[config.mk]
export PLATFORM = sky130hd
export DESIGN_NAME = ampf_core
export DESIGN_NICKNAME = d
export VERILOG_FILES = /design/src/rtl/ampf_pkg.sv /design/src/rtl/ampf_core.sv
export SDC_FILE = /design/constraint.sdc
export NUM_CORES = 2
export LEC_CHECK = 0
export ABC_AREA = 1
export BUFFER_PORTS_ARGS = -buffer_cell sky130_fd_sc_hd__buf_2
export CAP_MARGIN = 40
export CORE_UTILIZATION = 50
export DETAILED_ROUTE_END_ITERATION = 8
export GPL_ROUTABILITY_DRIVEN = 0
export PLACE_DENSITY = 0.65
export SLEW_MARGIN = 20
export SYNTH_ARGS = -nofsm -noshare
export SYNTH_HDL_FRONTEND = slang
export SYNTH_SLANG_ARGS = --single-unit
[constraint.sdc]
create_clock -name sys_clk -period 16.4 [get_ports sys_clk]
set_clock_uncertainty 0.1 [all_clocks]
set_input_delay 4.92 -clock sys_clk [delete_from_list [all_inputs] [get_ports sys_clk]]
set_output_delay 4.92 -clock sys_clk [all_outputs]
set_load 0.01 [all_outputs]
[src/rtl/ampf_pkg.sv]
// Constants, register map and carrier types of the amplifier audio path block
// What this block does
// - DC-blocking filter first, always on in pin mode
// - Register dc_block_bypass_ctrl bit 7 bypasses filter
// - DC at outputs disables stage, latches
// - Boost after filter, +6dB in pin mode
// - Volume mute to +24dB, register digital_volume_level
// - Volume code is 0xCF plus dB/0.5
// - Ramp 0.5dB per eight frame periods
// - Ramp config bit 7 disables ramping
// - Clipper limits to 20-bit level
// - Two complementary PWM pairs, one per channel
// - PWM rate integer multiple of frame rate
// - Six error kinds in status; four also on pin
// - Shutdown toggle clears; persisting error re-faults
// - Latched recovery needs toggle plus timeout
// - Non-latching errors recover automatically
// - Fault output open-drain, active low
// - Fault held low until playback resumes
// - Clock error pulls fault, recovers immediately
// - Supply errors non-latching, no fault pin
// - Clock error on bad ratio, rate, stop
// - Overcurrent and DC errors latch
// - Overtemp clear also needs hysteresis cool
// - DC when duty over 60% 420ms
package ampf_pkg;

	// Register offsets
	localparam logic [7:0] REG_PWR = 8'h01;
	localparam logic [7:0] REG_DCB = 8'h02;
	localparam logic [7:0] REG_RAMP = 8'h03;
	localparam logic [7:0] REG_VOL = 8'h04;
	localparam logic [7:0] REG_CLIP2 = 8'h05;
	localparam logic [7:0] REG_CLIP1 = 8'h06;
	localparam logic [7:0] REG_CLIP0 = 8'h07;
	localparam logic [7:0] REG_STAT = 8'h08;

	// Field positions
	localparam int PWR_RUN_BIT = 0;
	localparam int PWR_RATE_LSB = 2;
	localparam int DCB_BYPASS_BIT = 7;
	localparam int RAMP_OFF_BIT = 7;
	localparam int ST_OC = 0;
	localparam int ST_DC = 1;
	localparam int ST_OT = 2;
	localparam int ST_UV = 3;
	localparam int ST_OV = 4;
	localparam int ST_CLK = 5;
	localparam int ST_OVF = 6;

	// Reset values and fixed pin-mode settings
	localparam logic [7:0] PWR_RST = 8'h01;
	localparam logic [7:0] DCB_RST = 8'h01;
	localparam logic [7:0] RAMP_RST = 8'h00;
	localparam logic [7:0] VOL_0DB = 8'hCF;
	localparam logic [19:0] CLIP_RST = 20'hFFFFF;
	localparam logic [1:0] HW_BOOST = 2'h1;

	// Datapath constants
	localparam int I2S_WORD = 24;
	localparam int HPF_SHIFT = 10;
	localparam int PWM_BASE_SHIFT = 3;
	localparam int RAMP_FRAMES = 8;
	localparam int GAIN_BIAS = 9;
	localparam int GAIN_STEPS = 12;
	localparam int GAIN_NORM = 33;
	localparam logic [23:0] DC_LIMIT = 24'h19999A;
	localparam logic [15:0] VOL_FRAC [12] = '{16'h8000, 16'h879C, 16'h8FAD,
		16'h9838, 16'hA145, 16'hAADC, 16'hB505, 16'hBFC9, 16'hCB30,
		16'hD745, 16'hE412, 16'hF1A2};
	localparam logic [7:0] SCLK_RATIO [3] = '{8'h20, 8'h30, 8'h40};
	localparam logic [9:0] MCLK_RATIO [5] = '{10'h080, 10'h0C0, 10'h100,
		10'h180, 10'h200};

	// Timing
	localparam int unsigned CLK_HZ = 100_000_000;
	localparam int unsigned DC_TIME_MS = 420;
	localparam int unsigned DC_CYC = DC_TIME_MS * (CLK_HZ / 1000);
	localparam int unsigned CLK_STOP_US = 50;
	localparam int unsigned CLK_STOP_CYC = CLK_STOP_US * (CLK_HZ / 1_000_000);
	localparam int unsigned FAULT_TIMEOUT_MS = 100;
	localparam int unsigned FAULT_TIMEOUT_CYC =
		FAULT_TIMEOUT_MS * (CLK_HZ / 1000);
	localparam int unsigned FS_MIN_HZ = 12000;
	localparam int unsigned FS_MAX_HZ = 96000;
	localparam logic [15:0] FRAME_MAX_CYC = 16'(CLK_HZ / FS_MIN_HZ);
	// About 3% slack: a sampled frame jitters by a cycle and crystals
	// drift, so an exact bound would reject a genuine top-rate source
	localparam logic [15:0] FRAME_MIN_CYC =
		16'((CLK_HZ / FS_MAX_HZ) * 31 / 32);

	// Pins that arrive from outside the clock domain
	typedef struct packed {
		logic sclk;
		logic lrck;
		logic sdin;
		logic mclk;
		logic sd_n;
		logic oc;
		logic uv;
		logic ov;
		logic ot;
		logic ot_cool;
		logic sw_mode;
		logic [1:0] rate;
	} ampf_pin_t;

	// One stereo frame, index 0 left, 1 right
	typedef struct packed {
		logic [1:0][23:0] ch;
	} ampf_pair_t;

	typedef enum logic [1:0] {
		FLT_RUN,
		FLT_HOLD,
		FLT_ARMED,
		FLT_WAIT
	} ampf_flt_t;

endpackage : ampf_pkg

[src/rtl/ampf_core.sv]
// Audio path, PWM converter and protection manager of the amplifier
`timescale 1ns/100ps
module ampf_core #(
	parameter int unsigned DC_CYC = ampf_pkg::DC_CYC,
	parameter int unsigned CLK_STOP_CYC = ampf_pkg::CLK_STOP_CYC,
	parameter int unsigned FAULT_TIMEOUT_CYC = ampf_pkg::FAULT_TIMEOUT_CYC
) (
	input wire logic sys_clk,
	input wire logic sys_rst,
	input wire logic aud_sclk,
	input wire logic aud_lrck,
	input wire logic aud_sdin,
	input wire logic aud_mclk,
	input wire logic amp_shutdown_n,
	input wire logic oc_detect,
	input wire logic uv_detect,
	input wire logic ov_detect,
	input wire logic ot_detect,
	input wire logic ot_cool,
	input wire logic sw_ctrl_mode,
	input wire logic [1:0] pwm_rate_pin,
	input wire logic reg_wr_en,
	input wire logic [7:0] reg_addr,
	input wire logic [7:0] reg_wdata,
	output logic [7:0] reg_rdata,
	output logic [1:0] pwm_p,
	output logic [1:0] pwm_n,
	output logic power_stage_en,
	output logic amp_fault_out_n_o,
	output logic amp_fault_out_n_oe_n
);

	typedef struct packed {
		ampf_pkg::ampf_pin_t s1;
		ampf_pkg::ampf_pin_t s2;
		ampf_pkg::ampf_pin_t s3;
		logic [7:0] pwr;
		logic [7:0] dcb;
		logic [7:0] ramp;
		logic [7:0] vol;
		logic [19:0] clip;
		logic [23:0] sh;
		logic [5:0] bcnt;
		logic lr_at;
		logic [23:0] word_l;
		ampf_pkg::ampf_pair_t [1:0] fifo;
		logic wp;
		logic rp;
		logic [1:0] cnt;
		logic [1:0][23:0] xp;
		logic [1:0][23:0] yp;
		logic [1:0][23:0] smp;
		logic [7:0] vapp;
		logic [2:0] rcnt;
		logic [15:0] fcyc;
		logic [15:0] fper;
		logic [7:0] scnt;
		logic [9:0] mcnt;
		logic [31:0] sidle;
		logic [31:0] midle;
		logic [31:0] lidle;
		logic rbad;
		logic clk_err;
		logic [15:0] pcnt;
		logic [1:0][31:0] dcnt;
		logic [1:0] dsgn;
		logic dc_err;
		ampf_pkg::ampf_flt_t flt;
		logic [31:0] tcnt;
		logic [7:0] stat;
		logic [7:0] rdata;
		logic [1:0] pp;
		logic [1:0] pn;
		logic pen;
		logic fo;
		logic foe_n;
	} ampf_state_t;

	ampf_state_t st_q;
	ampf_state_t st_d;
	ampf_pkg::ampf_pin_t pins;

	// Saturate a wide signed value to 24 bits
	function automatic logic [23:0] ampf_sat24(input logic signed [63:0] v);
		if (v > 64'sh7FFFFF)
			return 24'h7FFFFF;
		if (v < -64'sh800000)
			return 24'h800000;
		return v[23:0];
	endfunction : ampf_sat24

	// Gain in half-dB steps: mantissa table times a power of two
	function automatic logic [23:0] ampf_gain(input logic [23:0] x,
		input logic [7:0] code);
		logic [8:0] m;
		logic [4:0] e;
		logic [3:0] f;
		logic signed [63:0] p;
		m = {1'b0, code} + 9'(ampf_pkg::GAIN_BIAS);
		e = 5'(m / 9'(ampf_pkg::GAIN_STEPS));
		f = 4'(m % 9'(ampf_pkg::GAIN_STEPS));
		p = 64'($signed(x)) * 64'($signed({1'b0, ampf_pkg::VOL_FRAC[f]}));
		p = (p <<< e) >>> ampf_pkg::GAIN_NORM;
		// Code zero is full mute
		if (code == 8'h00)
			return 24'h000000;
		return ampf_sat24(p);
	endfunction : ampf_gain

	assign pins = {aud_sclk, aud_lrck, aud_sdin, aud_mclk, amp_shutdown_n,
		oc_detect, uv_detect, ov_detect, ot_detect, ot_cool, sw_ctrl_mode,
		pwm_rate_pin};

	logic sw;
	logic sclk_r;
	logic lrck_r;
	logic lrck_e;
	logic mclk_r;
	logic sd_ok;
	logic bypass;
	logic ramp_off;
	logic push;
	logic pop;
	logic wrap;
	logic lat;
	logic ot_c;
	logic s_ok;
	logic m_ok;
	logic hi;
	logic [1:0] boost;
	logic [1:0] rate;
	logic [7:0] vol_t;
	logic [19:0] clip;
	logic [5:0] bn;
	logic [4:0] sa;
	logic [23:0] word;
	logic [23:0] x;
	logic [23:0] y;
	logic [23:0] v;
	logic [23:0] lvl;
	logic [15:0] per;
	logic [23:0] prod;
	logic signed [63:0] t;
	ampf_pkg::ampf_pair_t pair;

	// Whole next-state function
	always_comb begin
		st_d = st_q;
		sw = st_q.s2.sw_mode;
		sclk_r = st_q.s2.sclk & ~st_q.s3.sclk;
		lrck_r = st_q.s2.lrck & ~st_q.s3.lrck;
		lrck_e = st_q.s2.lrck ^ st_q.s3.lrck;
		mclk_r = st_q.s2.mclk & ~st_q.s3.mclk;
		sd_ok = st_q.s2.sd_n & (~sw | st_q.pwr[ampf_pkg::PWR_RUN_BIT]);
		push = 1'b0;
		pop = 1'b0;
		wrap = 1'b0;
		s_ok = 1'b0;
		m_ok = 1'b0;
		hi = 1'b0;
		bn = 6'h00;
		sa = 5'h00;
		word = 24'h000000;
		x = 24'h000000;
		y = 24'h000000;
		v = 24'h000000;
		prod = 24'h000000;
		t = 64'sh0;
		pair = st_q.fifo[st_q.rp];

		// Two-stage pin synchronisers; s3 only feeds edge detection
		st_d.s1 = pins;
		st_d.s2 = st_q.s1;
		st_d.s3 = st_q.s2;

		bypass = sw & st_q.dcb[ampf_pkg::DCB_BYPASS_BIT];
		boost = sw ? st_q.dcb[1:0] : ampf_pkg::HW_BOOST;
		vol_t = sw ? st_q.vol : ampf_pkg::VOL_0DB;
		ramp_off = sw & st_q.ramp[ampf_pkg::RAMP_OFF_BIT];
		clip = sw ? st_q.clip : ampf_pkg::CLIP_RST;
		rate = sw ? st_q.pwr[ampf_pkg::PWR_RATE_LSB +: 2] : st_q.s2.rate;
		lvl = {1'b0, clip, 3'h7};

		// Control port writes
		if (reg_wr_en) begin
			case (reg_addr)
				ampf_pkg::REG_PWR: st_d.pwr = reg_wdata;
				ampf_pkg::REG_DCB: st_d.dcb = reg_wdata;
				ampf_pkg::REG_RAMP: st_d.ramp = reg_wdata;
				ampf_pkg::REG_VOL: st_d.vol = reg_wdata;
				ampf_pkg::REG_CLIP2: st_d.clip[19:16] = reg_wdata[3:0];
				ampf_pkg::REG_CLIP1: st_d.clip[15:8] = reg_wdata;
				ampf_pkg::REG_CLIP0: st_d.clip[7:0] = reg_wdata;
				ampf_pkg::REG_STAT: begin
					if (reg_wdata[ampf_pkg::ST_OVF])
						st_d.stat[ampf_pkg::ST_OVF] = 1'b0;
				end
				default: ;
			endcase
		end

		// Serial receiver: first 24 bits of each half-frame, MSB first
		if (sclk_r) begin
			bn = (st_q.bcnt == 6'h3F) ? st_q.bcnt : st_q.bcnt + 6'h01;
			if (st_q.bcnt < 6'(ampf_pkg::I2S_WORD))
				st_d.sh = {st_q.sh[22:0], st_q.s2.sdin};
			st_d.bcnt = bn;
			st_d.lr_at = st_q.s2.lrck;
			// Side change: bit just taken still closed the old word
			if (st_q.s2.lrck != st_q.lr_at) begin
				sa = (bn >= 6'(ampf_pkg::I2S_WORD)) ? 5'h00 :
					5'(6'(ampf_pkg::I2S_WORD) - bn);
				word = st_d.sh << sa;
				if (!st_q.lr_at)
					st_d.word_l = word;
				else
					push = 1'b1;
				st_d.sh = 24'h000000;
				st_d.bcnt = 6'h00;
			end
		end

		// Two-entry buffer; a full buffer drops the frame and flags it
		if (push) begin
			if (st_q.cnt != 2'h2) begin
				st_d.fifo[st_q.wp].ch[0] = st_q.word_l;
				st_d.fifo[st_q.wp].ch[1] = word;
				st_d.wp = ~st_q.wp;
			end else begin
				st_d.stat[ampf_pkg::ST_OVF] = 1'b1;
			end
		end

		if (lrck_r) begin
			for (int i = 0; i < 3; i++)
				s_ok = s_ok | (st_q.scnt == ampf_pkg::SCLK_RATIO[i]);
			for (int i = 0; i < 5; i++)
				m_ok = m_ok | (st_q.mcnt == ampf_pkg::MCLK_RATIO[i]);
			st_d.rbad = ~s_ok | ~m_ok |
				(st_q.fcyc < ampf_pkg::FRAME_MIN_CYC) |
				(st_q.fcyc > ampf_pkg::FRAME_MAX_CYC);
			st_d.fper = st_q.fcyc;
			st_d.fcyc = 16'h0001;
			st_d.scnt = {7'h00, sclk_r};
			st_d.mcnt = {9'h000, mclk_r};
		end else begin
			if (st_q.fcyc != 16'hFFFF)
				st_d.fcyc = st_q.fcyc + 16'h0001;
			if (sclk_r && st_q.scnt != 8'hFF)
				st_d.scnt = st_q.scnt + 8'h01;
			if (mclk_r && st_q.mcnt != 10'h3FF)
				st_d.mcnt = st_q.mcnt + 10'h001;
		end

		st_d.sidle = sclk_r ? 32'h0 :
			(st_q.sidle < CLK_STOP_CYC) ? st_q.sidle + 32'h1 : st_q.sidle;
		st_d.midle = mclk_r ? 32'h0 :
			(st_q.midle < CLK_STOP_CYC) ? st_q.midle + 32'h1 : st_q.midle;
		st_d.lidle = lrck_e ? 32'h0 :
			(st_q.lidle < CLK_STOP_CYC) ? st_q.lidle + 32'h1 : st_q.lidle;
		st_d.clk_err = st_q.rbad | (st_q.sidle >= CLK_STOP_CYC) |
			(st_q.midle >= CLK_STOP_CYC) | (st_q.lidle >= CLK_STOP_CYC);
		// A stop voids the last rate check; return waits for a fresh
		// frame instead of releasing on a stale one and re-faulting
		if ((st_q.sidle >= CLK_STOP_CYC) | (st_q.midle >= CLK_STOP_CYC) |
			(st_q.lidle >= CLK_STOP_CYC))
			st_d.rbad = 1'b1;

		// ramp off applies target at once
		if (ramp_off) begin
			st_d.vapp = vol_t;
			st_d.rcnt = 3'h0;
		end else if (lrck_r) begin
			st_d.rcnt = st_q.rcnt + 3'h1;
			// one half-dB step per 8 frames
			if (st_q.rcnt == 3'(ampf_pkg::RAMP_FRAMES - 1)) begin
				if (st_q.vapp < vol_t)
					st_d.vapp = st_q.vapp + 8'h01;
				else if (st_q.vapp > vol_t)
					st_d.vapp = st_q.vapp - 8'h01;
			end
		end

		// Carrier period is the frame period over 8, 16, 32 or 64
		per = st_q.fper >> (ampf_pkg::PWM_BASE_SHIFT + 32'(rate));
		if (per == 16'h0000)
			per = 16'h0001;
		wrap = st_q.pcnt >= per - 16'h0001;
		st_d.pcnt = wrap ? 16'h0000 : st_q.pcnt + 16'h0001;
		// Drain stalls while the stage is off so the buffer really fills
		pop = wrap & (st_q.cnt != 2'h0) & st_q.pen;
		if (pop)
			st_d.rp = ~st_q.rp;
		st_d.cnt = st_q.cnt + {1'b0, push & (st_q.cnt != 2'h2)} -
			{1'b0, pop};

		for (int c = 0; c < 2; c++) begin
			if (pop) begin
				x = pair.ch[c];
				t = 64'($signed(x)) - 64'($signed(st_q.xp[c])) +
					64'($signed(st_q.yp[c])) -
					(64'($signed(st_q.yp[c])) >>> ampf_pkg::HPF_SHIFT);
				y = ampf_sat24(t);
				st_d.xp[c] = x;
				st_d.yp[c] = y;
				if (bypass)
					y = x;
				y = ampf_sat24(64'($signed(y)) <<< boost);
				v = ampf_gain(y, st_q.vapp);
				if ($signed(v) > $signed(lvl))
					v = lvl;
				else if ($signed(v) < -$signed(lvl))
					v = -lvl;
				st_d.smp[c] = v;
			end

			// complementary pair, both low when off
			prod = {16'h0000, ~st_q.smp[c][23], st_q.smp[c][22:16]} *
				{8'h00, per};
			st_d.pp[c] = st_q.pen & (st_q.pcnt < prod[23:8]);
			st_d.pn[c] = st_q.pen & ~(st_q.pcnt < prod[23:8]);

			hi = ($signed(st_q.smp[c]) > $signed(ampf_pkg::DC_LIMIT)) |
				($signed(st_q.smp[c]) < -$signed(ampf_pkg::DC_LIMIT));
			st_d.dsgn[c] = st_q.smp[c][23];
			if (!st_q.pen || !hi || st_q.smp[c][23] != st_q.dsgn[c])
				st_d.dcnt[c] = 32'h0;
			else if (st_q.dcnt[c] < DC_CYC)
				st_d.dcnt[c] = st_q.dcnt[c] + 32'h1;
			if (st_q.dcnt[c] >= DC_CYC)
				st_d.dc_err = 1'b1;
		end
		// Detector restarts across shutdown so release re-checks it
		if (!sd_ok)
			st_d.dc_err = 1'b0;

		// overtemp holds until cooled below hysteresis
		ot_c = st_q.s2.ot | (st_q.stat[ampf_pkg::ST_OT] & ~st_q.s2.ot_cool);
		lat = st_q.s2.oc | st_q.dc_err | ot_c;
		if (lat)
			st_d.stat[2:0] = st_q.stat[2:0] |
				{ot_c, st_q.dc_err, st_q.s2.oc};
		// supply errors are live status only
		st_d.stat[ampf_pkg::ST_UV] = st_q.s2.uv;
		st_d.stat[ampf_pkg::ST_OV] = st_q.s2.ov;
		st_d.stat[ampf_pkg::ST_CLK] = st_q.clk_err;

		case (st_q.flt)
			ampf_pkg::FLT_RUN: begin
				if (lat)
					st_d.flt = ampf_pkg::FLT_HOLD;
			end
			ampf_pkg::FLT_HOLD: begin
				if (!sd_ok)
					st_d.flt = ampf_pkg::FLT_ARMED;
			end
			ampf_pkg::FLT_ARMED: begin
				if (sd_ok) begin
					st_d.tcnt = 32'h0;
					st_d.flt = lat ? ampf_pkg::FLT_HOLD : ampf_pkg::FLT_WAIT;
				end
			end
			ampf_pkg::FLT_WAIT: begin
				if (!sd_ok)
					st_d.flt = ampf_pkg::FLT_ARMED;
				else if (lat)
					st_d.flt = ampf_pkg::FLT_HOLD;
				else if (st_q.tcnt >= FAULT_TIMEOUT_CYC - 1) begin
					st_d.flt = ampf_pkg::FLT_RUN;
					st_d.stat[2:0] = 3'h0;
				end else
					st_d.tcnt = st_q.tcnt + 32'h1;
			end
			default: st_d.flt = ampf_pkg::FLT_RUN;
		endcase

		// non-latching errors gate playback only while present
		st_d.pen = sd_ok & (st_q.flt == ampf_pkg::FLT_RUN) & ~lat &
			~st_q.clk_err & ~st_q.s2.uv & ~st_q.s2.ov;
		// open drain, only ever pulls low
		st_d.fo = 1'b0;
		// held low through the latched recovery
		// clock error pulls low without timeout
		st_d.foe_n = ~((st_q.flt != ampf_pkg::FLT_RUN) | st_q.clk_err);

		// Read data follows the address one cycle later
		case (reg_addr)
			ampf_pkg::REG_PWR: st_d.rdata = st_q.pwr;
			ampf_pkg::REG_DCB: st_d.rdata = st_q.dcb;
			ampf_pkg::REG_RAMP: st_d.rdata = st_q.ramp;
			ampf_pkg::REG_VOL: st_d.rdata = st_q.vol;
			ampf_pkg::REG_CLIP2: st_d.rdata = {4'h0, st_q.clip[19:16]};
			ampf_pkg::REG_CLIP1: st_d.rdata = st_q.clip[15:8];
			ampf_pkg::REG_CLIP0: st_d.rdata = st_q.clip[7:0];
			ampf_pkg::REG_STAT: st_d.rdata = st_q.stat;
			default: st_d.rdata = 8'h00;
		endcase

		// Synchronous reset to constants only
		if (sys_rst) begin
			st_d = '0;
			st_d.pwr = ampf_pkg::PWR_RST;
			st_d.dcb = ampf_pkg::DCB_RST;
			st_d.ramp = ampf_pkg::RAMP_RST;
			st_d.vol = ampf_pkg::VOL_0DB;
			st_d.clip = ampf_pkg::CLIP_RST;
			st_d.vapp = ampf_pkg::VOL_0DB;
			st_d.rbad = 1'b1;
			st_d.flt = ampf_pkg::FLT_RUN;
			st_d.foe_n = 1'b1;
		end
	end

	// State register
	always_ff @(posedge sys_clk) begin
		st_q <= st_d;
	end

	assign reg_rdata = st_q.rdata;
	assign pwm_p = st_q.pp;
	assign pwm_n = st_q.pn;
	assign power_stage_en = st_q.pen;
	assign amp_fault_out_n_o = st_q.fo;
	assign amp_fault_out_n_oe_n = st_q.foe_n;

endmodule : ampf_core

==> results.json <==
{
  "place_hpwl_um": 181000,
  "path_class": "flop to flop",
  "worst_pin_slew_ns": 0.913,
  "drive_gt1_share_pct": 5.35,
  "cp_slowest_cell": "fa_1",
  "cts_buffers": 76,
  "fin_area_sq_um": 83800,
  "clk_pin_slew_ns": 0.06,
  "wl_per_cell_um": 17.8,
  "dp_worst_setup_slack_ns": 0.353,
  "path_max_fanout": 28,
  "fin_crit_ns": 15.56,
  "required_ns": 16.78,
  "nets": 12200,
  "mostFrequentLayoutCells": "nand2_1, inv_1, fa_1",
  "drv_cap": 0,
  "synth_top_area_cell": "fa_1",
  "first_global_vias": 68400,
  "num_vias": 69600,
  "die_width_um": 397,
  "synth.area.top_cells": "fa_1, dfxtp_1, nand2_1",
  "die_h_um": 397,
  "synth_cell_types": 76,
  "finalWorstSetupSlack_ns": 0.845,
  "startpoint_type": "flop",
  "place_area_sq_um": 80500,
  "setup_violations": 0,
  "cp.arrival_ns": 15.93,
  "cts_hold_buf": 0,
  "dr.pass1.iters": 7,
  "final_antenna_net_count": 0,
  "final_common_cell": "nand2_1",
  "grt_overflow": 0,
  "synthFlopType": "dfxtp_1",
  "worstSkewPairLatency_ns": 0.70,
  "cts.sinks": 674,
  "ios": 47,
  "clockRootBuffer": "clkbuf_16",
  "postSynthAreaPerCell_sq_um": 7.26,
  "power_density_nw_per_um2": 106,
  "antenna_found_initial": 9,
  "port-buffer-count": 45,
  "synthesis.instances": 10800,
  "seqCellArea_sq_um": 13500,
  "cts_tree": "yes",
  "fill_cells": 15000,
  "status": "completed",
  "rows": 144,
  "post-route-period-util_pct": 94.8,
  "clk_path_buf_depth": 3,
  "cp-end-kind": "flop",
  "drtIter0Drc": 6181,
  "synthesis.area_sq_um": 78200,
  "start_util_pct": 50.6,
  "power.leakage_nw": 40.0,
  "fmax_ghz": 0.0643,
  "htree_levels": 3,
  "totalWireLength_um": 227000,
  "yosysTopAreaCellShare_pct": 25.1,
  "power_mw": 8.85,
  "report.final.slew_viol_count": 0,
  "syn_to_final_growth_pct": 7.25,
  "async_reset_ff_share_pct": 0,
  "grtUsageTotal_pct": 28.8,
  "grt_max_degree": 97,
  "slew-limit-headroom_pct": 38.5,
  "grt_first_pass_wirelength_um": 365000,
  "drc": 0,
  "hold_class": "flop to flop",
  "multi_input_area_sq_um": 54800,
  "max_stage_delay_ns": 0.57,
  "synth_seq_cells": 674,
  "vdd_drop_max_v": 0.0000928,
  "vias_per_cell": 5.46,
  "synth-edff-count": 0,
  "yosysSeqAreaShare_pct": 17.3,
  "crit_top_cell": "nand2_1",
  "die_area_sq_um": 158000,
  "yosysWarnings": 0,
  "finalHoldViolations": 0,
  "coreArea_sq_um": 155000
}
==> kinds of logic after synthesis <==
| kind of cell | share of synthesized area (%) |
|---|---|
| adder cells (fa/ha/maj) | 33.5 |
| multiplexers | 0.283 |
| buffers and inverters | 13.1 |
| flip-flops | 17.3 |
| XOR/XNOR | 2.50 |
| AND/OR/NAND/NOR | 20.5 |
| other | 0.00961 |
| AO/OA/AOI/OAI | 12.9 |
==> Yosys cell counts (all sizes together), types with 4 or more instances <==
cell / n
nand2: 2276
a31oi: 53
nor2: 882
o2111ai: 9
nor4: 51
a211oi: 38
ha: 521
clkinv: 11
o211ai: 125
a21o: 24
and3: 5
dfxtp: 674
inv: 2174
a221oi: 17
a311oi: 6
a22o: 7
nor3: 120
a41oi: 4
xor2: 145
o21a: 18
buf: 156
o22ai: 89
clkbuf: 311
or2: 30
nand3: 439
and2: 9
o31ai: 11
fa: 981
o21ai: 692
o21bai: 21
a21boi: 8
o311ai: 5
a21oi: 612
nor3b: 13
o221ai: 7
nand3b: 5
nand4: 81
a2111oi: 4
xnor2: 76
mux2i: 21
==> per-stage QoR <==
stage | util (%) | instances | hold slack (ns) | setup TNS [ns]
6_report | 54.2 | 12700 | 0.306 | 0
5_1_grt | 54.2 | 12700 | 0.324 | -0.545
3_5_place_dp | 52.1 | 12600 | 0.296 | 0
4_1_cts | 53.8 | 12700 | 0.308 | 0
2_1_floorplan | - | 10800 | 0.288 | 0
3_3_place_gp | 52.0 | 12600 | 0.297 | 0
==> state kept, by name, summed over array words and instances, names as in the netlist <==
name	flops
st_q	659
reg_rdata	8
pwm_n	2
pwm_p	2
amp_fault_out_n_oe_n	1
power_stage_en	1
sw	1
==> timing repair <==
item	CTS	global route
setup buffers	0	12
resized for setup	0	124
endpoints found under the setup margin	0	48
==> critical path: cells and delay by family, from the launching register on <==
kind                       cells  cell delay (ns)
AOI/OAI and AO/OA             21             4.03
xor gates and xnor gates       2             0.46
adders and majority gates     11             5.06
buffers and inverters         12             1.53
DFF                            1             0.40
muxes                          1             0.18
and+or+nand+nor               29             3.53
==> cell type report <==
cell class | count | share of cell area (%)
Clock inverter | 30 | 0.584
Sequential cell | 674 | 16.1
Multi-Input combinational cell | 7435 | 65.4
Timing Repair inverter | 2 | 0.0179
Tap cell | 2044 | 3.05
Inverter | 2185 | 9.83
Antenna cell | 5 | 0.0149
Clock buffer | 104 | 2.57
Timing Repair Buffer | 259 | 2.44
==> final timing paths <==
kind | from | to | slack [ns] | depth (start not counted)
max | st_q[445] | st_q[345] | 0.84 | 76
min reg2reg | st_q[688] | st_q[675] | 0.31 | 2
max reg2reg | st_q[445] | st_q[345] | 0.84 | 76
min | st_q[688] | st_q[675] | 0.31 | 2
==> power by group <==
group	switching, mW	leakage [nW]	internal, mW
sequential	0.00991	5.44	1.65
combinational	3.72	33.3	1.70
clock	0.739	1.27	1.03
==> metal layers <==
metal	share of wire [%]	track usage [%]	vias to the layer above
li1	-	-	33200
met1	44	39.4	33200
met2	45	45.9	2620
met3	7.9	4.77	504
met4	3.8	9.95	8
met5	0.022	0	-
Note: power is estimated with default switching activity, not from simulation.
